**src/hdl/stur_cfg.svh**
```systemverilog
// Constants for the self-test and UTC offset report framer
`ifndef STUR_CFG_SVH
`define STUR_CFG_SVH
// Timing: self-test period and system clock rate
`define STUR_BIT_PERIOD_MS 1000
`define STUR_CLK_HZ        10000000
`define STUR_MS_PER_S      1000
// Output FIFO shape: one port flag plus one byte, eight entries
`define STUR_FIFO_WIDTH    9
`define STUR_FIFO_DEPTH    8
// Acceptable parameter-memory checksums (values are arbitrary)
`define STUR_NV_OK0        16'h5A5A
`define STUR_NV_OK1        16'hA5A5
`define STUR_NV_OK2        16'h1234
`define STUR_NV_OK3        16'hFEDC
// Commanded fractional offset range, units of 0.0001 us
`define STUR_OFS_MAX       32'sh004C4B40
`define STUR_OFS_MIN       (-32'sh004C4B40)
// Integer-hour part of the inter-system offset
`define STUR_OFS_HOURS     8'h03
// Reference-time scaling and field limits
`define STUR_TOT_SHIFT     12
`define STUR_WEEK_MASK     16'h03FF
`define STUR_DAY_MIN       16'h0001
`define STUR_DAY_MAX       16'h0007
// Sentence characters
`define STUR_CH_P          8'h50
`define STUR_CH_F          8'h46
`define STUR_CH_COMMA      8'h2C
`define STUR_CH_STAR       8'h2A
`define STUR_CH_CR         8'h0D
`define STUR_CH_LF         8'h0A
`define STUR_CH_ZERO       8'h30
`define STUR_CH_HEXA       8'h37
`define STUR_NIB_TEN       4'hA
// Sentence headers: common prefix and per-sentence tag with comma
`define STUR_HDR_PFX       56'h2450415348522C
`define STUR_TAG_TEST      32'h4249542C
`define STUR_TAG_UTC       32'h4455472C
`define STUR_HDR_BYTES     10
// Byte positions inside the sentences
`define STUR_HDR_LEN       5'h0B
`define STUR_POS_C1        5'h0B
`define STUR_POS_C2        5'h0D
`define STUR_POS_C3        5'h0F
`define STUR_POS_STAR      5'h10
`define STUR_POS_HI        5'h11
`define STUR_POS_LO        5'h12
`define STUR_POS_CR        5'h13
`define STUR_TEST_LAST     5'h14
`define STUR_UTC_CR        5'h19
`define STUR_UTC_LAST      5'h1A
`endif

```
**src/hdl/stur_pkg.sv**
```systemverilog
// Types for the self-test and UTC offset report framer
package stur_pkg;
	typedef enum logic [1:0] {
		STUR_PORT_NONE = 2'h0,
		STUR_PORT_A    = 2'h1,
		STUR_PORT_B    = 2'h2
	} stur_port_t;
	typedef enum logic [1:0] {
		STUR_FR_IDLE = 2'h0,
		STUR_FR_TEST = 2'h1,
		STUR_FR_UTC  = 2'h2
	} stur_state_t;
	typedef struct packed {
		logic       portB;
		logic [7:0] data;
	} stur_tx_t;
	typedef struct packed {
		logic [31:0] refTimeSec;
		logic [15:0] refWeek;
		logic [15:0] curLeap;
		logic [15:0] changeWeek;
		logic [15:0] changeDay;
		logic [15:0] newLeap;
	} stur_iono_t;
	typedef struct packed {
		logic [7:0]         hours;
		logic [15:0]        leapSec;
		logic signed [31:0] frac;
	} stur_offset_t;
endpackage

```
**src/hdl/stur_top.sv**
```systemverilog
// Self-test status sentence and UTC offset reply framer with output FIFO
`timescale 1ns/1ps
`include "stur_cfg.svh"

// Byte FIFO with a registered output stage
module stur_fifo #(
	parameter int WIDTH = `STUR_FIFO_WIDTH,
	parameter int DEPTH = `STUR_FIFO_DEPTH
) (
	input  wire logic             sys_clk,
	input  wire logic             rst_n,
	input  wire logic             inValid,
	output logic                  inReady,
	input  wire logic [WIDTH-1:0] inData,
	output logic                  outValid_r,
	input  wire logic             outReady,
	output logic      [WIDTH-1:0] outData_r
);
	localparam int AW = $clog2(DEPTH);

	logic [WIDTH-1:0] mem [DEPTH];
	logic [AW-1:0]    wrPtr_r;
	logic [AW-1:0]    rdPtr_r;
	logic [AW:0]      count_r;
	logic             push;
	logic             pop;

	// Full and empty come straight from the occupancy count
	assign inReady = count_r != (AW+1)'(DEPTH);
	assign push    = inValid && inReady;
	assign pop     = (count_r != '0) && (!outValid_r || outReady);

	// Storage array has no reset
	always_ff @(posedge sys_clk) begin
		if (push) begin
			mem[wrPtr_r] <= inData;
		end
	end

	// Pointers, count and output stage
	always_ff @(posedge sys_clk) begin
		if (!rst_n) begin
			wrPtr_r    <= '0;
			rdPtr_r    <= '0;
			count_r    <= '0;
			outValid_r <= 1'b0;
			outData_r  <= '0;
		end else begin
			if (push) begin
				wrPtr_r <= (wrPtr_r == AW'(DEPTH-1)) ? '0 : wrPtr_r + 1'b1;
			end
			if (pop) begin
				rdPtr_r   <= (rdPtr_r == AW'(DEPTH-1)) ? '0 : rdPtr_r + 1'b1;
				outData_r <= mem[rdPtr_r];
			end
			count_r <= count_r + (AW+1)'(push) - (AW+1)'(pop);
			if (pop) begin
				outValid_r <= 1'b1;
			end else if (outReady) begin
				outValid_r <= 1'b0;
			end
		end
	end
endmodule

// Self-test, offset command and report framer
module stur_top #(
	parameter int unsigned BIT_PERIOD_CYC = 32'((64'(`STUR_BIT_PERIOD_MS)
		* 64'(`STUR_CLK_HZ)) / 64'(`STUR_MS_PER_S))
) (
	input  wire logic                  sys_clk,
	input  wire logic                  rst_n,
	input  wire logic                  batteryVoltageOk,
	input  wire logic [15:0]           nvParamSum,
	input  wire logic                  fatalResetFlag,
	input  wire logic                  fatalFault,
	input  wire logic                  selfTestQuery,
	input  wire stur_pkg::stur_port_t  selfTestPort,
	input  wire logic                  utcOffsetQuery,
	input  wire stur_pkg::stur_port_t  utcPort,
	input  wire logic                  queryArrivalB,
	input  wire logic                  setOffsetStrobe,
	input  wire logic signed [31:0]    setOffsetValue,
	input  wire logic                  offsetSourceSelect,
	input  wire logic signed [31:0]    computedOffsetFrac,
	input  wire stur_pkg::stur_iono_t  ionoRecord,
	input  wire logic                  txReady,
	output logic                       txValid_r,
	output stur_pkg::stur_tx_t         txItem_r,
	output logic                       resultBattery_r,
	output logic                       resultParams_r,
	output logic                       resultFatal_r,
	output logic                       testDone_r,
	output logic                       offsetAccepted_r,
	output logic                       offsetRejected_r,
	output stur_pkg::stur_offset_t     activeOffset_r,
	output logic                       framerBusy_r
);
	// Named port wins, otherwise the port the query came in on
	function automatic logic resolvePortB(stur_pkg::stur_port_t p,
		logic arrB);
		return (p == stur_pkg::STUR_PORT_NONE) ? arrB
			: (p == stur_pkg::STUR_PORT_B);
	endfunction

	// Parameter checksum must match one acceptable entry
	function automatic logic nvSumOk(logic [15:0] v);
		return (v == `STUR_NV_OK0) || (v == `STUR_NV_OK1)
			|| (v == `STUR_NV_OK2) || (v == `STUR_NV_OK3);
	endfunction

	// Nibble to uppercase hex character
	function automatic logic [7:0] hexChar(logic [3:0] n);
		return (n < `STUR_NIB_TEN) ? `STUR_CH_ZERO + 8'(n)
			: `STUR_CH_HEXA + 8'(n);
	endfunction

	// XOR of the header bytes that follow the dollar sign
	function automatic logic [7:0] hdrXor(logic [87:0] h);
		logic [7:0] x;
		x = '0;
		for (int i = 0; i < `STUR_HDR_BYTES; i++) begin
			x = x ^ h[i*8 +: 8];
		end
		return x;
	endfunction

	// Pass or fail character
	function automatic logic [7:0] pfChar(logic fail);
		return fail ? `STUR_CH_F : `STUR_CH_P;
	endfunction

	localparam logic [87:0] HDR_TEST = {`STUR_HDR_PFX, `STUR_TAG_TEST};
	localparam logic [87:0] HDR_UTC  = {`STUR_HDR_PFX, `STUR_TAG_UTC};

	logic [31:0]           periodCnt_r;
	logic                  startDone_r;
	logic                  periodHit;
	logic                  runTest;
	logic                  ofsInRange;
	logic signed [31:0]    cmdFrac_r;
	stur_pkg::stur_state_t state_r;
	stur_pkg::stur_state_t state_nxt;
	logic [4:0]            idx_r;
	logic                  bitPend_r;
	logic                  bitPortB_r;
	logic                  utcPend_r;
	logic                  utcPortB_r;
	logic                  curPortB_r;
	logic [2:0]            snapRes_r;
	logic [6:0][15:0]      words_r;
	logic [6:0][15:0]      wordsNxt;
	logic [15:0]           dayClamped;
	logic                  startTest;
	logic                  startUtc;
	logic                  fifoInValid;
	logic                  fifoInReady;
	logic                  lastByte;
	logic [7:0]            testCsum;
	logic [7:0]            testByte;
	logic [7:0]            utcByte;
	logic [4:0]            utcK;
	logic [15:0]           utcWord;
	stur_pkg::stur_tx_t    fifoIn;

	// Self-test scheduling: one run after reset, then every period
	assign periodHit = periodCnt_r == 32'(BIT_PERIOD_CYC - 1);
	assign runTest   = !startDone_r || periodHit;

	always_ff @(posedge sys_clk) begin
		if (!rst_n) begin
			periodCnt_r <= '0;
			startDone_r <= 1'b0;
			testDone_r  <= 1'b0;
		end else begin
			periodCnt_r <= runTest ? '0 : periodCnt_r + 1'b1;
			startDone_r <= 1'b1;
			testDone_r  <= runTest;
		end
	end

	// Result fields, 1 means fail; straps are caught after release
	always_ff @(posedge sys_clk) begin
		if (!rst_n) begin
			resultBattery_r <= 1'b0;
			resultParams_r  <= 1'b0;
			resultFatal_r   <= 1'b0;
		end else begin
			if (runTest) begin
				resultBattery_r <= !batteryVoltageOk;
			end
			if (!startDone_r) begin
				resultParams_r <= !nvSumOk(nvParamSum);
				resultFatal_r  <= fatalResetFlag || fatalFault;
			end else if (fatalFault) begin
				resultFatal_r <= 1'b1;
			end
		end
	end

	// Offset command: range check and source selection
	assign ofsInRange = (setOffsetValue <= `STUR_OFS_MAX)
		&& (setOffsetValue >= `STUR_OFS_MIN);

	always_ff @(posedge sys_clk) begin
		if (!rst_n) begin
			cmdFrac_r        <= '0;
			offsetAccepted_r <= 1'b0;
			offsetRejected_r <= 1'b0;
			activeOffset_r   <= '0;
		end else begin
			offsetAccepted_r <= setOffsetStrobe && ofsInRange;
			offsetRejected_r <= setOffsetStrobe && !ofsInRange;
			if (setOffsetStrobe && ofsInRange) begin
				cmdFrac_r <= setOffsetValue;
			end
			activeOffset_r.hours   <= `STUR_OFS_HOURS;
			activeOffset_r.leapSec <= ionoRecord.curLeap;
			activeOffset_r.frac    <= offsetSourceSelect
				? cmdFrac_r : computedOffsetFrac;
		end
	end

	// Reply words built from the correction record
	assign dayClamped = (ionoRecord.changeDay < `STUR_DAY_MIN) ? `STUR_DAY_MIN
		: (ionoRecord.changeDay > `STUR_DAY_MAX) ? `STUR_DAY_MAX
		: ionoRecord.changeDay;
	assign wordsNxt[0] = ionoRecord.refWeek & `STUR_WEEK_MASK;
	assign wordsNxt[1] = 16'(ionoRecord.refTimeSec
		>> `STUR_TOT_SHIFT);
	assign wordsNxt[2] = ionoRecord.curLeap;
	assign wordsNxt[3] = ionoRecord.changeWeek & `STUR_WEEK_MASK;
	assign wordsNxt[4] = dayClamped;
	assign wordsNxt[5] = ionoRecord.newLeap;
	assign wordsNxt[6] = 16'(wordsNxt[0] + wordsNxt[1] + wordsNxt[2]
		+ wordsNxt[3] + wordsNxt[4] + wordsNxt[5]);

	// Framer control: start, advance and end of a sentence
	assign startTest   = (state_r == stur_pkg::STUR_FR_IDLE) && bitPend_r;
	assign startUtc    = (state_r == stur_pkg::STUR_FR_IDLE)
		&& !bitPend_r && utcPend_r;
	assign fifoInValid = state_r != stur_pkg::STUR_FR_IDLE;
	assign lastByte    = (state_r == stur_pkg::STUR_FR_TEST)
		? (idx_r == `STUR_TEST_LAST) : (idx_r == `STUR_UTC_LAST);

	// Next framer state: leave idle on a pending query, back after last byte
	always_comb begin
		case (state_r)
			stur_pkg::STUR_FR_IDLE:
				state_nxt = startTest ? stur_pkg::STUR_FR_TEST
					: startUtc ? stur_pkg::STUR_FR_UTC
					: stur_pkg::STUR_FR_IDLE;
			stur_pkg::STUR_FR_TEST, stur_pkg::STUR_FR_UTC:
				state_nxt = (fifoInReady && lastByte)
					? stur_pkg::STUR_FR_IDLE : state_r;
			default: state_nxt = stur_pkg::STUR_FR_IDLE;
		endcase
	end

	// Self-test sentence bytes
	assign testCsum = hdrXor(HDR_TEST) ^ pfChar(snapRes_r[2])
		^ `STUR_CH_COMMA ^ pfChar(snapRes_r[1]) ^ `STUR_CH_COMMA
		^ pfChar(snapRes_r[0]);
	assign testByte = (idx_r < `STUR_HDR_LEN)
		? HDR_TEST[8*(`STUR_HDR_BYTES - idx_r) +: 8]
		: (idx_r == `STUR_POS_C1)   ? pfChar(snapRes_r[2])
		: (idx_r == `STUR_POS_C2)   ? pfChar(snapRes_r[1])
		: (idx_r == `STUR_POS_C3)   ? pfChar(snapRes_r[0])
		: (idx_r == `STUR_POS_STAR) ? `STUR_CH_STAR
		: (idx_r == `STUR_POS_HI)   ? hexChar(testCsum[7:4])
		: (idx_r == `STUR_POS_LO)   ? hexChar(testCsum[3:0])
		: (idx_r == `STUR_POS_CR)   ? `STUR_CH_CR
		: (idx_r < `STUR_POS_C3)    ? `STUR_CH_COMMA
		: `STUR_CH_LF;

	// Reply bytes: header, then seven words low byte first
	assign utcK    = idx_r - `STUR_HDR_LEN;
	assign utcWord = words_r[utcK[3:1]];
	assign utcByte = (idx_r < `STUR_HDR_LEN)
		? HDR_UTC[8*(`STUR_HDR_BYTES - idx_r) +: 8]
		: (idx_r == `STUR_UTC_CR) ? `STUR_CH_CR
		: (idx_r == `STUR_UTC_LAST) ? `STUR_CH_LF
		: (utcK[0] ? utcWord[15:8] : utcWord[7:0]);

	assign fifoIn.portB = curPortB_r;
	assign fifoIn.data  = (state_r == stur_pkg::STUR_FR_UTC)
		? utcByte : testByte;

	// Pending queries; a new query in the start cycle is kept
	always_ff @(posedge sys_clk) begin
		if (!rst_n) begin
			bitPend_r  <= 1'b0;
			bitPortB_r <= 1'b0;
			utcPend_r  <= 1'b0;
			utcPortB_r <= 1'b0;
		end else begin
			bitPend_r <= selfTestQuery || (bitPend_r && !startTest);
			utcPend_r <= utcOffsetQuery || (utcPend_r && !startUtc);
			if (selfTestQuery) begin
				bitPortB_r <= resolvePortB(selfTestPort, queryArrivalB);
			end
			if (utcOffsetQuery) begin
				utcPortB_r <= resolvePortB(utcPort, queryArrivalB);
			end
		end
	end

	// Framer state, byte index and snapshots taken at sentence start
	always_ff @(posedge sys_clk) begin
		if (!rst_n) begin
			state_r      <= stur_pkg::STUR_FR_IDLE;
			idx_r        <= '0;
			curPortB_r   <= 1'b0;
			snapRes_r    <= '0;
			words_r      <= '0;
			framerBusy_r <= 1'b0;
		end else begin
			state_r      <= state_nxt;
			framerBusy_r <= state_nxt != stur_pkg::STUR_FR_IDLE;
			if (startTest) begin
				idx_r      <= '0;
				curPortB_r <= bitPortB_r;
				snapRes_r  <= {resultBattery_r, resultParams_r, resultFatal_r};
			end else if (startUtc) begin
				idx_r      <= '0;
				curPortB_r <= utcPortB_r;
				words_r    <= wordsNxt;
			end else if (fifoInValid && fifoInReady) begin
				idx_r <= idx_r + 1'b1;
			end
		end
	end

	// Output buffer; a stalled consumer stalls the framer
	stur_fifo #(
		.WIDTH (`STUR_FIFO_WIDTH),
		.DEPTH (`STUR_FIFO_DEPTH)
	) u_fifo (
		.sys_clk    (sys_clk),
		.rst_n      (rst_n),
		.inValid    (fifoInValid),
		.inReady    (fifoInReady),
		.inData     (fifoIn),
		.outValid_r (txValid_r),
		.outReady   (txReady),
		.outData_r  (txItem_r)
	);
endmodule

```
**config.mk**
```make
export PLATFORM = sky130hd
export DESIGN_NAME = stur_top
export DESIGN_NICKNAME = d
export VERILOG_FILES = /design/src/hdl/stur_pkg.sv /design/src/hdl/stur_top.sv
export VERILOG_INCLUDE_DIRS = /design/src /design/src/hdl
export SDC_FILE = /design/constraint.sdc
export NUM_CORES = 1
export LEC_CHECK = 0
export ABC_AREA = 1
export BUFFER_PORTS_ARGS = -buffer_cell sky130_fd_sc_hd__buf_2
export CAP_MARGIN = 20
export CORE_MARGIN = 2
export CORE_UTILIZATION = 57
export DETAILED_ROUTE_END_ITERATION = 10
export PLACE_DENSITY = 0.77
export SYNTH_ARGS = -nofsm -noshare
export SYNTH_HDL_FRONTEND = slang
export SYNTH_SLANG_ARGS = --single-unit
```
**constraint.sdc**
```tcl
create_clock -name sys_clk -period 4.5 [get_ports sys_clk]
set_input_delay 0.225 -clock sys_clk [delete_from_list [all_inputs] [get_ports sys_clk]]
set_output_delay 0.225 -clock sys_clk [all_outputs]
set_load 0.03 [all_outputs]
```
### Yosys cells after proc, flatten, opt, wreduce, memory -nomap -nowiden

Memory sizes are Yosys's and may differ from the RTL's. A register that Yosys moved wholly into a read port is not among the register bits.
Cells that the tools add are included.

* $add $sub $neg: 17
* magnitude comparators: 9
* eq/ne operators: 23
* shift operators: 2
* multiplexer cells: 43
* bitwise operators: 7
* reductions and logical operators: 40

Operators with widths (count)
* 88-bit by 33-bit indexed part select with 8-bit output, first input constant: 2
* 7-bit 2-to-1 mux: 8
* 50-bit 2-to-1 mux: 1
* 16-bit adder: 3
* 16-bit binary-select mux with 3-bit select: 1
* 16-bit 2-to-1 mux: 3
* 8-bit 2-to-1 mux: 6
* 5-bit == test, second input constant: 7
* 32-bit by 1-bit adder with 32-bit output, second input constant: 1
* 16-bit == test, second input constant: 2
* 32-bit by 24-bit == test with 1-bit output, second input constant: 1
* 32-bit by 24-bit greater-or-equal comparator with 1-bit output, second input constant: 1
* 32-bit by 24-bit <= comparator with 1-bit output, second input constant: 1
* 32-bit 2-to-1 mux: 1
* 6-bit by 4-bit adder with 7-bit output, first input constant: 4
* 10-bit by 16-bit adder with 16-bit output: 1
* 16-bit by 10-bit adder with 16-bit output: 1
* 16-bit by 13-bit == test with 1-bit output, second input constant: 1
* 16-bit by 15-bit == test with 1-bit output, second input constant: 1
* 16-bit by 3-bit greater-than comparator with 1-bit output, second input constant: 1
* 16-bit by 1-bit less-than comparator with 1-bit output, second input constant: 1
* 8-bit bitwise XOR: 2
* 5-bit by 4-bit == test with 1-bit output, second input constant: 3
* 5-bit 2-to-1 mux: 3
* 30 further kinds: 85

* bits in registers: 254
* RAM bits: 72
* bits of input ports: 207
* output and inout bits: 73
* logic and storage cells: 174
* memories kept: 1

Memory list
* u_fifo.mem: depth 8, width 9, rd ports 1, clocked after Yosys merged registers in 1, wr ports 1, line stur_top.sv:21 `logic [WIDTH-1:0] mem [DEPTH];`

### Depth between registers and ports, before layout

Gate-level depths: netlist (run 1).

* word-level depth: 16
* gate-level depth with buffers: 25
* gate-level depth less buffers: 25

### Modules after synthesis

A second synthesis (run 1) with hierarchy kept.

* cell total of the unflattened synthesis: 2265
* area, all modules: 17070.1 um^2

By module, submodules not included
* stur_top: times used 1, cells each 1867, area each 13053.8 um^2, seq. area each 4704.5 um^2
* stur_fifo: times used 1, cells each 398, area each 4016.4 um^2, seq. area each 2562.5 um^2

### Worst setup path before layout (run 1)

Ideal clock, no wire load.

* path type: input to register
* start point: in ionoRecord[24] in the netlist's numbering
* end point: reg words_r[108] in the netlist's numbering
* library setup time: 0.109 ns
* arrival: 3.916 ns
* data required time: 4.391 ns
* path slack: 0.475 ns
* cell stages on the path: 24
* buffers on the path: 0
* path through: nor2_1 -> nand4_1 -> a211oi_1 -> inv_1 -> nor2_1 -> inv_1 -> fa_1 -> inv_1 -> fa_1 -> fa_1 -> inv_1 -> ha_1 -> inv_1 -> fa_1 -> inv_1 -> nand3_1 -> nand2_1 -> a21boi_0 -> o21ai_0 -> nand3_1 -> nand3_1 -> nand3_1 -> nand2_1 -> inv_1

* word-level cells in the longest chain between the ends: 5
* elaborated cells on any way between the ends: 6
* classes of those cells: add/sub (2); order compare (2); mux (2)

RTL lines
* start, declared: line stur_top.sv:86 `input wire stur_pkg::stur_iono_t ionoRecord,`
* 16-bit by 3-bit greater-than comparator with 1-bit output (no source line)
* 16-bit 2-to-1 mux: line stur_top.sv:226 `` : (ionoRecord.changeDay > `STUR_DAY_MAX) ? `STUR_DAY_MAX ``
* 16-bit 2-to-1 mux *: line stur_top.sv:225 `` assign dayClamped = (ionoRecord.changeDay < `STUR_DAY_MIN) ? `STUR_DAY_MIN ``
* via dayClamped[2]: line stur_top.sv:153 `logic [15:0] dayClamped;`
* 16-bit adder * (2 in series): line stur_top.sv:236 `+ wordsNxt[3] + wordsNxt[4] + wordsNxt[5]);`
* end signal, assigned: line stur_top.sv:327 `words_r <= wordsNxt;`
* end, declared: line stur_top.sv:151 `logic [6:0][15:0] words_r;`

The timed path passes the listed nets; every way through them passes the cells marked *.
A chain may end at the register's enable or synchronous reset.

### Worst setup path after layout (run 1)

* start point: in ionoRecord[26] in the netlist's numbering
* end point: reg words_r[108] in the netlist's numbering

The elaborated chain is that of the path after synthesis.

==> reports/qor.txt, run 1 <==
Outcome -> completed
CTS Buf Count -> 35
Final nets -> 2677
Worst skew pair latency -> 0.52 ns
Largest net degree at the start of global routing -> 91
Iteration-0 DRC count of the detailed router -> 1354
Power density over the cells -> 443.1 mW/mm^2
Die X-Extent -> 174.5 microns
Clock skew -> 0.01713 ns
Die Area -> 0.03044 sq mm
Area growth, synth to finish -> 20.37%
Most frequent cells in the layout -> nand2_1 (372), inv_1 (284), dfxtp_1 (255), buf_2 (244), nor2_1 (231)
Vias in the first global route -> 14622
Final Cell Area -> 0.01994 sq mm
Worst vdd ir -> 0.0002650 V
Routability cong. -> 0.9293
DIE HEIGHT -> 174.5 microns
Average size of a mapped cell -> 7.938 sq um
Setup bufs post-CTS -> 0
Congestion Overflow GR -> 0
Commonest non-fill, non-tap cell in the layout -> nand2_1
FP Rows -> 62
RSZ-0062 raised after global routing -> no
Ports -> 280
Clk slew on worst S/H paths -> 0.06 ns
Worst Path Required -> 4.92 ns
Post-synth EDFFs -> 72
Initial Utilization -> 57.87%
Max clock buf depth -> 3
Sequential share of the synthesized area -> 43.87%
Worst hold stages -> 3
FMAX -> 0.2558 GHz
Most used routing layer -> met2
Worst R2R End -> u_fifo.mem[1][0]
DRC viols -> 0
Pre-CTS setup slack -> 0.07800 ns
DP Wirelength -> 29790 microns
Reg2reg setup slack -> 0.96 ns
Drt first pass iters -> 7
H-tree depth -> 2
Core Area -> 0.02863 sq mm
CTS root buffer -> clkbuf_16
Hold endpoint -> words_r[55]
Antenna Nets Post-Route -> 0
# diodes -> 0
Hold Crit Start -> ionoRecord[39]
Vias per inst -> 5.393
R2r startpoint -> idx_r[0]
Share of post-route cells with drive strength above 1 -> 15.54%
Min-delay worst type -> primary input to flip-flop
Maxcap violations -> 0
First-pass GRT wire length -> 71440 microns
Synth unique cells -> 55
Setup TNS -> 0 ns
Met2 usage -> 48.02%
Antenna violations before repair -> 0
# clock sinks -> 327
Met3 usage -> 5.665%
Period minus WS final -> 3.909 ns
Detailed-route via count -> 15053
Seq cells post-synth -> 327
Final Hold Fails -> 0
Final Max Tran Viols -> 0
Avg WL per Cell -> 15.73 microns
Cell Area, Placed -> 0.01797 sq mm
Kind of critical path -> primary input to flip-flop
CTS tree -> done
Pin slew with the least headroom to its limit -> 0.9927 ns
Crit path DAT -> 4.33 ns
Async set-reset flop share out of synthesis -> 0%
Synth Instances -> 2087
Worst Setup End Kind -> flip-flop
Max FO, Critical Path -> 3
GRT Total Usage -> 28.77%
Cell leakage power -> 8.808 nW
Final worst-path cycle share -> 86.86%
Final setup margin -> 0.5913 ns
Final Setup Violations -> 0
Slew margin rel. -> 33.58%
Startpoint types -> primary input
Synth Flop Type -> dfxtp_1
Mapped Area -> 0.01657 sq mm
WL final -> 43890 microns
Port bufs -> 245
Ys Warns -> 0
Met1 Use GR -> 37.20%
R2r worst-path depth -> 13
-- metrics by stage --
step / cells / total power, mW / utilization (%) / hold WS, ns
finish: 2791 / 8.836 / 69.66 / 0.005736
floorplan: 2103 / 5.244 / - / 0.2527
global route: 2791 / 9.350 / 69.66 / 0.003207
detailed placement: 2645 / 5.989 / 62.79 / 0.4248
CTS: 2789 / 8.831 / 69.54 / 0.0003231
global placement: 2645 / 5.921 / 62.79 / 0.4222
-- registers in the layout (all words and copies together) (netlist names), 2 cells and up --
signal            count
words_r             100
u_fifo.mem           72
activeOffset_r       49
cmdFrac_r            32
periodCnt_r          32
u_fifo.outData_r      9
idx_r                 5
u_fifo.count_r        4
snapRes_r             3
u_fifo.rdPtr_r        3
u_fifo.wrPtr_r        3
state_r               2
-- report_power, final --
group | total [mW] | switching (mW) | leakage [nW] | internal, mW
Clock | 2.78 | 1.18 | 0.553 | 1.60
Combinational | 2.72 | 1.72 | 5.50 | 0.998
Sequential | 3.33 | 0.107 | 2.75 | 3.23
Total | 8.84 | 3.01 | 8.81 | 5.83
-- critical path: stages --
cell      delay, ns
buf_2          0.09
nor2_1         0.09
nand4_1        0.11
a211oi_1       0.25
inv_1          0.09
nor2_1         0.14
inv_1          0.07
fa_1           0.48
inv_1          0.05
fa_1           0.47
fa_1           0.48
inv_1          0.06
ha_1           0.19
inv_1          0.08
fa_1           0.41
inv_1          0.07
nand3_1        0.06
nand2_1        0.08
a21boi_0       0.12
o21ai_0        0.25
nand3_1        0.13
nand3_1        0.10
nand3_1        0.08
nand2_1        0.09
inv_1          0.04
-- worst max-delay path by stage --
stage | to | startpoint | depth (start not counted) | slack, ns
5_1_grt | words_r[108] | ionoRecord[29] | 25 | 0.20
2_1_floorplan | words_r[108] | ionoRecord[24] | 24 | 0.48
3_5_place_dp | words_r[108] | ionoRecord[26] | 25 | 0.08
4_1_cts | words_r[108] | ionoRecord[26] | 25 | 0.60
3_3_place_gp | words_r[108] | ionoRecord[24] | 25 | 0.19
6_report | words_r[108] | ionoRecord[26] | 25 | 0.59
-- what timing repair did --
item                                   in CTS  in global routing
endpoints found under the hold margin      86                  0
gates resized for setup                     0                  0
hold buffers                               81                  0
-- area by class of cell --
cell class / instances / area, sq um
inverter: 301 / 1130
clock inverter: 16 / 100.1
multi-input combinational: 1373 / 7754
timing repair buffer: 343 / 2187
sequential: 327 / 7267
clock buffer: 47 / 1022
tap: 384 / 480.5
fill: 2246 / 8685
-- cell usage after synthesis, types with 13 or more instances --
| library cell | n | area [sq um] |
|---|---|---|
| xnor2_1 | 13 | 113.9 |
| a21oi_1 | 197 | 986.0 |
| edfxtp_1 | 72 | 2162 |
| inv_2 | 15 | 56.30 |
| inv_1 | 284 | 1066 |
| nand4_1 | 23 | 143.9 |
| o211ai_1 | 21 | 157.7 |
| o21ai_0 | 170 | 850.8 |
| buf_4 | 13 | 97.59 |
| clkbuf_1 | 62 | 232.7 |
| dfxtp_1 | 255 | 5105 |
| nor2_1 | 231 | 867.1 |
| nand2_1 | 373 | 1400 |
| nand3_1 | 69 | 345.3 |
| buf_2 | 19 | 95.09 |
| ha_1 | 38 | 475.5 |
| xor2_1 | 20 | 175.2 |
| nor3_1 | 22 | 110.1 |
| fa_1 | 51 | 1021 |
-- kinds of logic after synthesis --
family | count (synthesis) | synth area share, %
buffers and inverters | 403 | 9.751
flip-flops | 327 | 43.87
AND/OR/NAND/NOR | 774 | 20.16
other | 2 | 0.04533
AO/OA/AOI/OAI | 450 | 14.86
XOR/XNOR | 33 | 1.745
adder cells (fa/ha/maj) | 89 | 9.033
multiplexers | 9 | 0.5438
-- layer usage --
| metal | part of all wire, % | vias up |
|---|---|---|
| met5 | 0 | - |
| met4 | 3.3 | 0 |
| met3 | 8.2 | 107 |
| met2 | 47 | 662 |
| met1 | 42 | 6951 |
| li1 | - | 7333 |
Power figures use the tool's default switching activity.
==> inputs of run 2 (changes only) <==
CORE_UTILIZATION = 51   (was 57)
MAX_ROUTING_LAYER = met4   (was unset)
PLACE_DENSITY = 0.72   (was 0.77)
clock period = 3.2 ns   (was 4.5 ns; I/O delays follow)
==> run 2 against run 1 <==
The run now ends with setup timing left; worst hold slack improved by 0.026 ns; flip-flop and latch count did not move; routed wire length grew 6.6%; core utilization is 3.1 points lower; global-route usage down 0.30 points; critical endpoint unchanged; total power grew 49%; critical path depth stayed put; clock-buffer cell count rose by 7; largest power group unchanged; sequential share of layout area fell by 2.1 points; worst setup slack got worse by 0.95 ns; highest routed layer unchanged; register-to-register slack worse by 0.61 ns.
==> reports/qor.txt, run 2 (synthesis results as in run 1) <==
Power density over the cells -> 621.3 mW/mm^2
Worst skew pair latency -> 0.52 ns
WL final -> 46770 microns
Area growth, synth to finish -> 27.79%
Antenna Nets Post-Route -> 0
Final Setup Violations -> 12
Final Hold Fails -> 0
Largest register by flop count -> words_r
Outcome -> finished, violations left
H-tree depth -> 2
Initial Utilization -> 52.10%
Clock skew -> 0.01111 ns
Avg WL per Cell -> 15.81 microns
Vias per inst -> 5.187
Biggest cell delay along the critical path -> 0.53 ns
Period minus WS final -> 3.558 ns
Cell leakage power -> 9.394 nW
Vias in the first global route -> 15172
Worst vdd ir -> 0.0005475 V
Worst Path Required -> 3.61 ns
Most frequent cells in the layout -> nand2_1 (370), inv_1 (281), dfxtp_1 (255), buf_2 (238), nor2_1 (223)
Drt first pass iters -> 5
Core Area -> 0.03180 sq mm
Ports -> 280
Detailed-route via count -> 15348
Pin slew with the least headroom to its limit -> 0.9799 ns
Final setup margin -> -0.3578 ns
Congestion Overflow GR -> 0
Commonest non-fill, non-tap cell in the layout -> nand2_1
First-pass GRT wire length -> 75440 microns
Critical path's slowest cell -> fa_2
Post-Place Cells -> 2771
GRT Total Usage -> 28.47%
CTS root buffer -> clkbuf_16
Fill cell count -> 2656
Maxcap violations -> 0
Most used cell, CP -> inv_1
DRC viols -> 0
DP Wirelength -> 31710 microns
Fin cells -> 2959
DIE HEIGHT -> 184.2 microns
Violated checks -> setup timing
Clk slew on worst S/H paths -> 0.06 ns
FMAX -> 0.2811 GHz
# diodes -> 0
Routability cong. -> 0.9234
Min-delay worst type -> primary input to flip-flop
Setup TNS -> -2.237 ns
Max clock buf depth -> 3
Final nets -> 2795
Die Area -> 0.03394 sq mm
Final Max Tran Viols -> 0
Final worst-path cycle share -> 111.2%
Port bufs -> 245
RSZ-0062 raised after global routing -> yes
Antenna violations before repair -> 0
Largest regs -> words_r: 100 flops, u_fifo.mem: 72 flops, activeOffset_r: 49 flops
Die X-Extent -> 184.2 microns
Kind of critical path -> primary input to flip-flop
FP Rows -> 65
# clock sinks -> 327
Share of post-route cells with drive strength above 1 -> 19.02%
Max reg flops -> 100
Crit path DAT -> 3.97 ns
Startpoint types -> primary input
Max FO, Critical Path -> 2
Iteration-0 DRC count of the detailed router -> 1116
Slew margin rel. -> 34.60%
CTS tree -> done
CTS Buf Count -> 37
Worst Setup End Kind -> flip-flop
Largest net degree at the start of global routing -> 139
[run 2: cell count changes in the layout (fill, tap and decap cells not counted), sizes merged]
| cell | change |
|---|---|
| clkbuf | +7 |
| clkinv | -6 |
| dlygate4sd3 | +34 |
| buf | +82 |
[run 2: power by group]
part	internal, mW	switching [mW]
Clock	2.30	1.66
Sequential	4.54	0.117
Combinational	1.88	2.66
Total	8.72	4.43
[run 2: layer usage]
layer	GRT usage, %	vias up	share of wire [%]
met5	-	-	0
met4	8.576	0	2.7
met3	4.110	90	6.8
met2	46.97	572	48
met1	36.45	7113	43
li1	-	7573	-
[run 2: critical path: cells and delay by family]
kind,cells,cell delay [ns]
and+or+nand+nor,9,0.83
adders and majority gates,5,1.92
buffers and inverters,8,0.55
AOI/OAI and AO/OA,3,0.51
[run 2: path summary, 6_finish.rpt]
path	cells after the start	slack, ns	startpoint	endpoint
worst max-delay path	25	-0.36	ionoRecord[22]	words_r[108]
worst min-delay path	3	0.03	ionoRecord[72]	words_r[8]
worst max register to register	11	0.35	idx_r[0]	u_fifo.mem[4][1]
worst min register to register	2	0.43	words_r[70]	words_r[70]
[run 2: through the flow]
stage	utilization (%)	power [mW]	setup slack, ns	area (sq um)	hold WS (ns)
floorplan	-	7.430	-0.4822	16680	0.1877
finish	66.57	13.15	-0.3578	21170	0.03183
global placement	58.78	8.757	-0.8359	18690	0.3681
CTS	66.13	13.01	-0.2468	21030	0.008505
detailed placement	58.78	8.850	-0.8850	18690	0.3829
global route	66.57	13.96	-0.5412	21170	0.02732
[run 2: what timing repair did]
item / in CTS / in global routing
hold buffers: 115 / 0
pin swaps: 9 / 10
endpoints found under the setup margin: 5 / 12
setup buffers: 3 / 7
resized for setup: 10 / 21
endpoints found under the hold margin: 114 / 0
[run 2: cell type report]
| type | instances | area (sq um) | area share, % |
|---|---|---|---|
| multi-input cells | 1373 | 7884 | 37.24 |
| flip-flops and latches | 327 | 7267 | 34.33 |
| repair buffers | 459 | 3221 | 15.21 |
| inverters | 301 | 1130 | 5.337 |
| clock buffers | 54 | 1062 | 5.018 |
| well taps | 435 | 544.3 | 2.571 |
| clock inverters | 10 | 61.31 | 0.2896 |
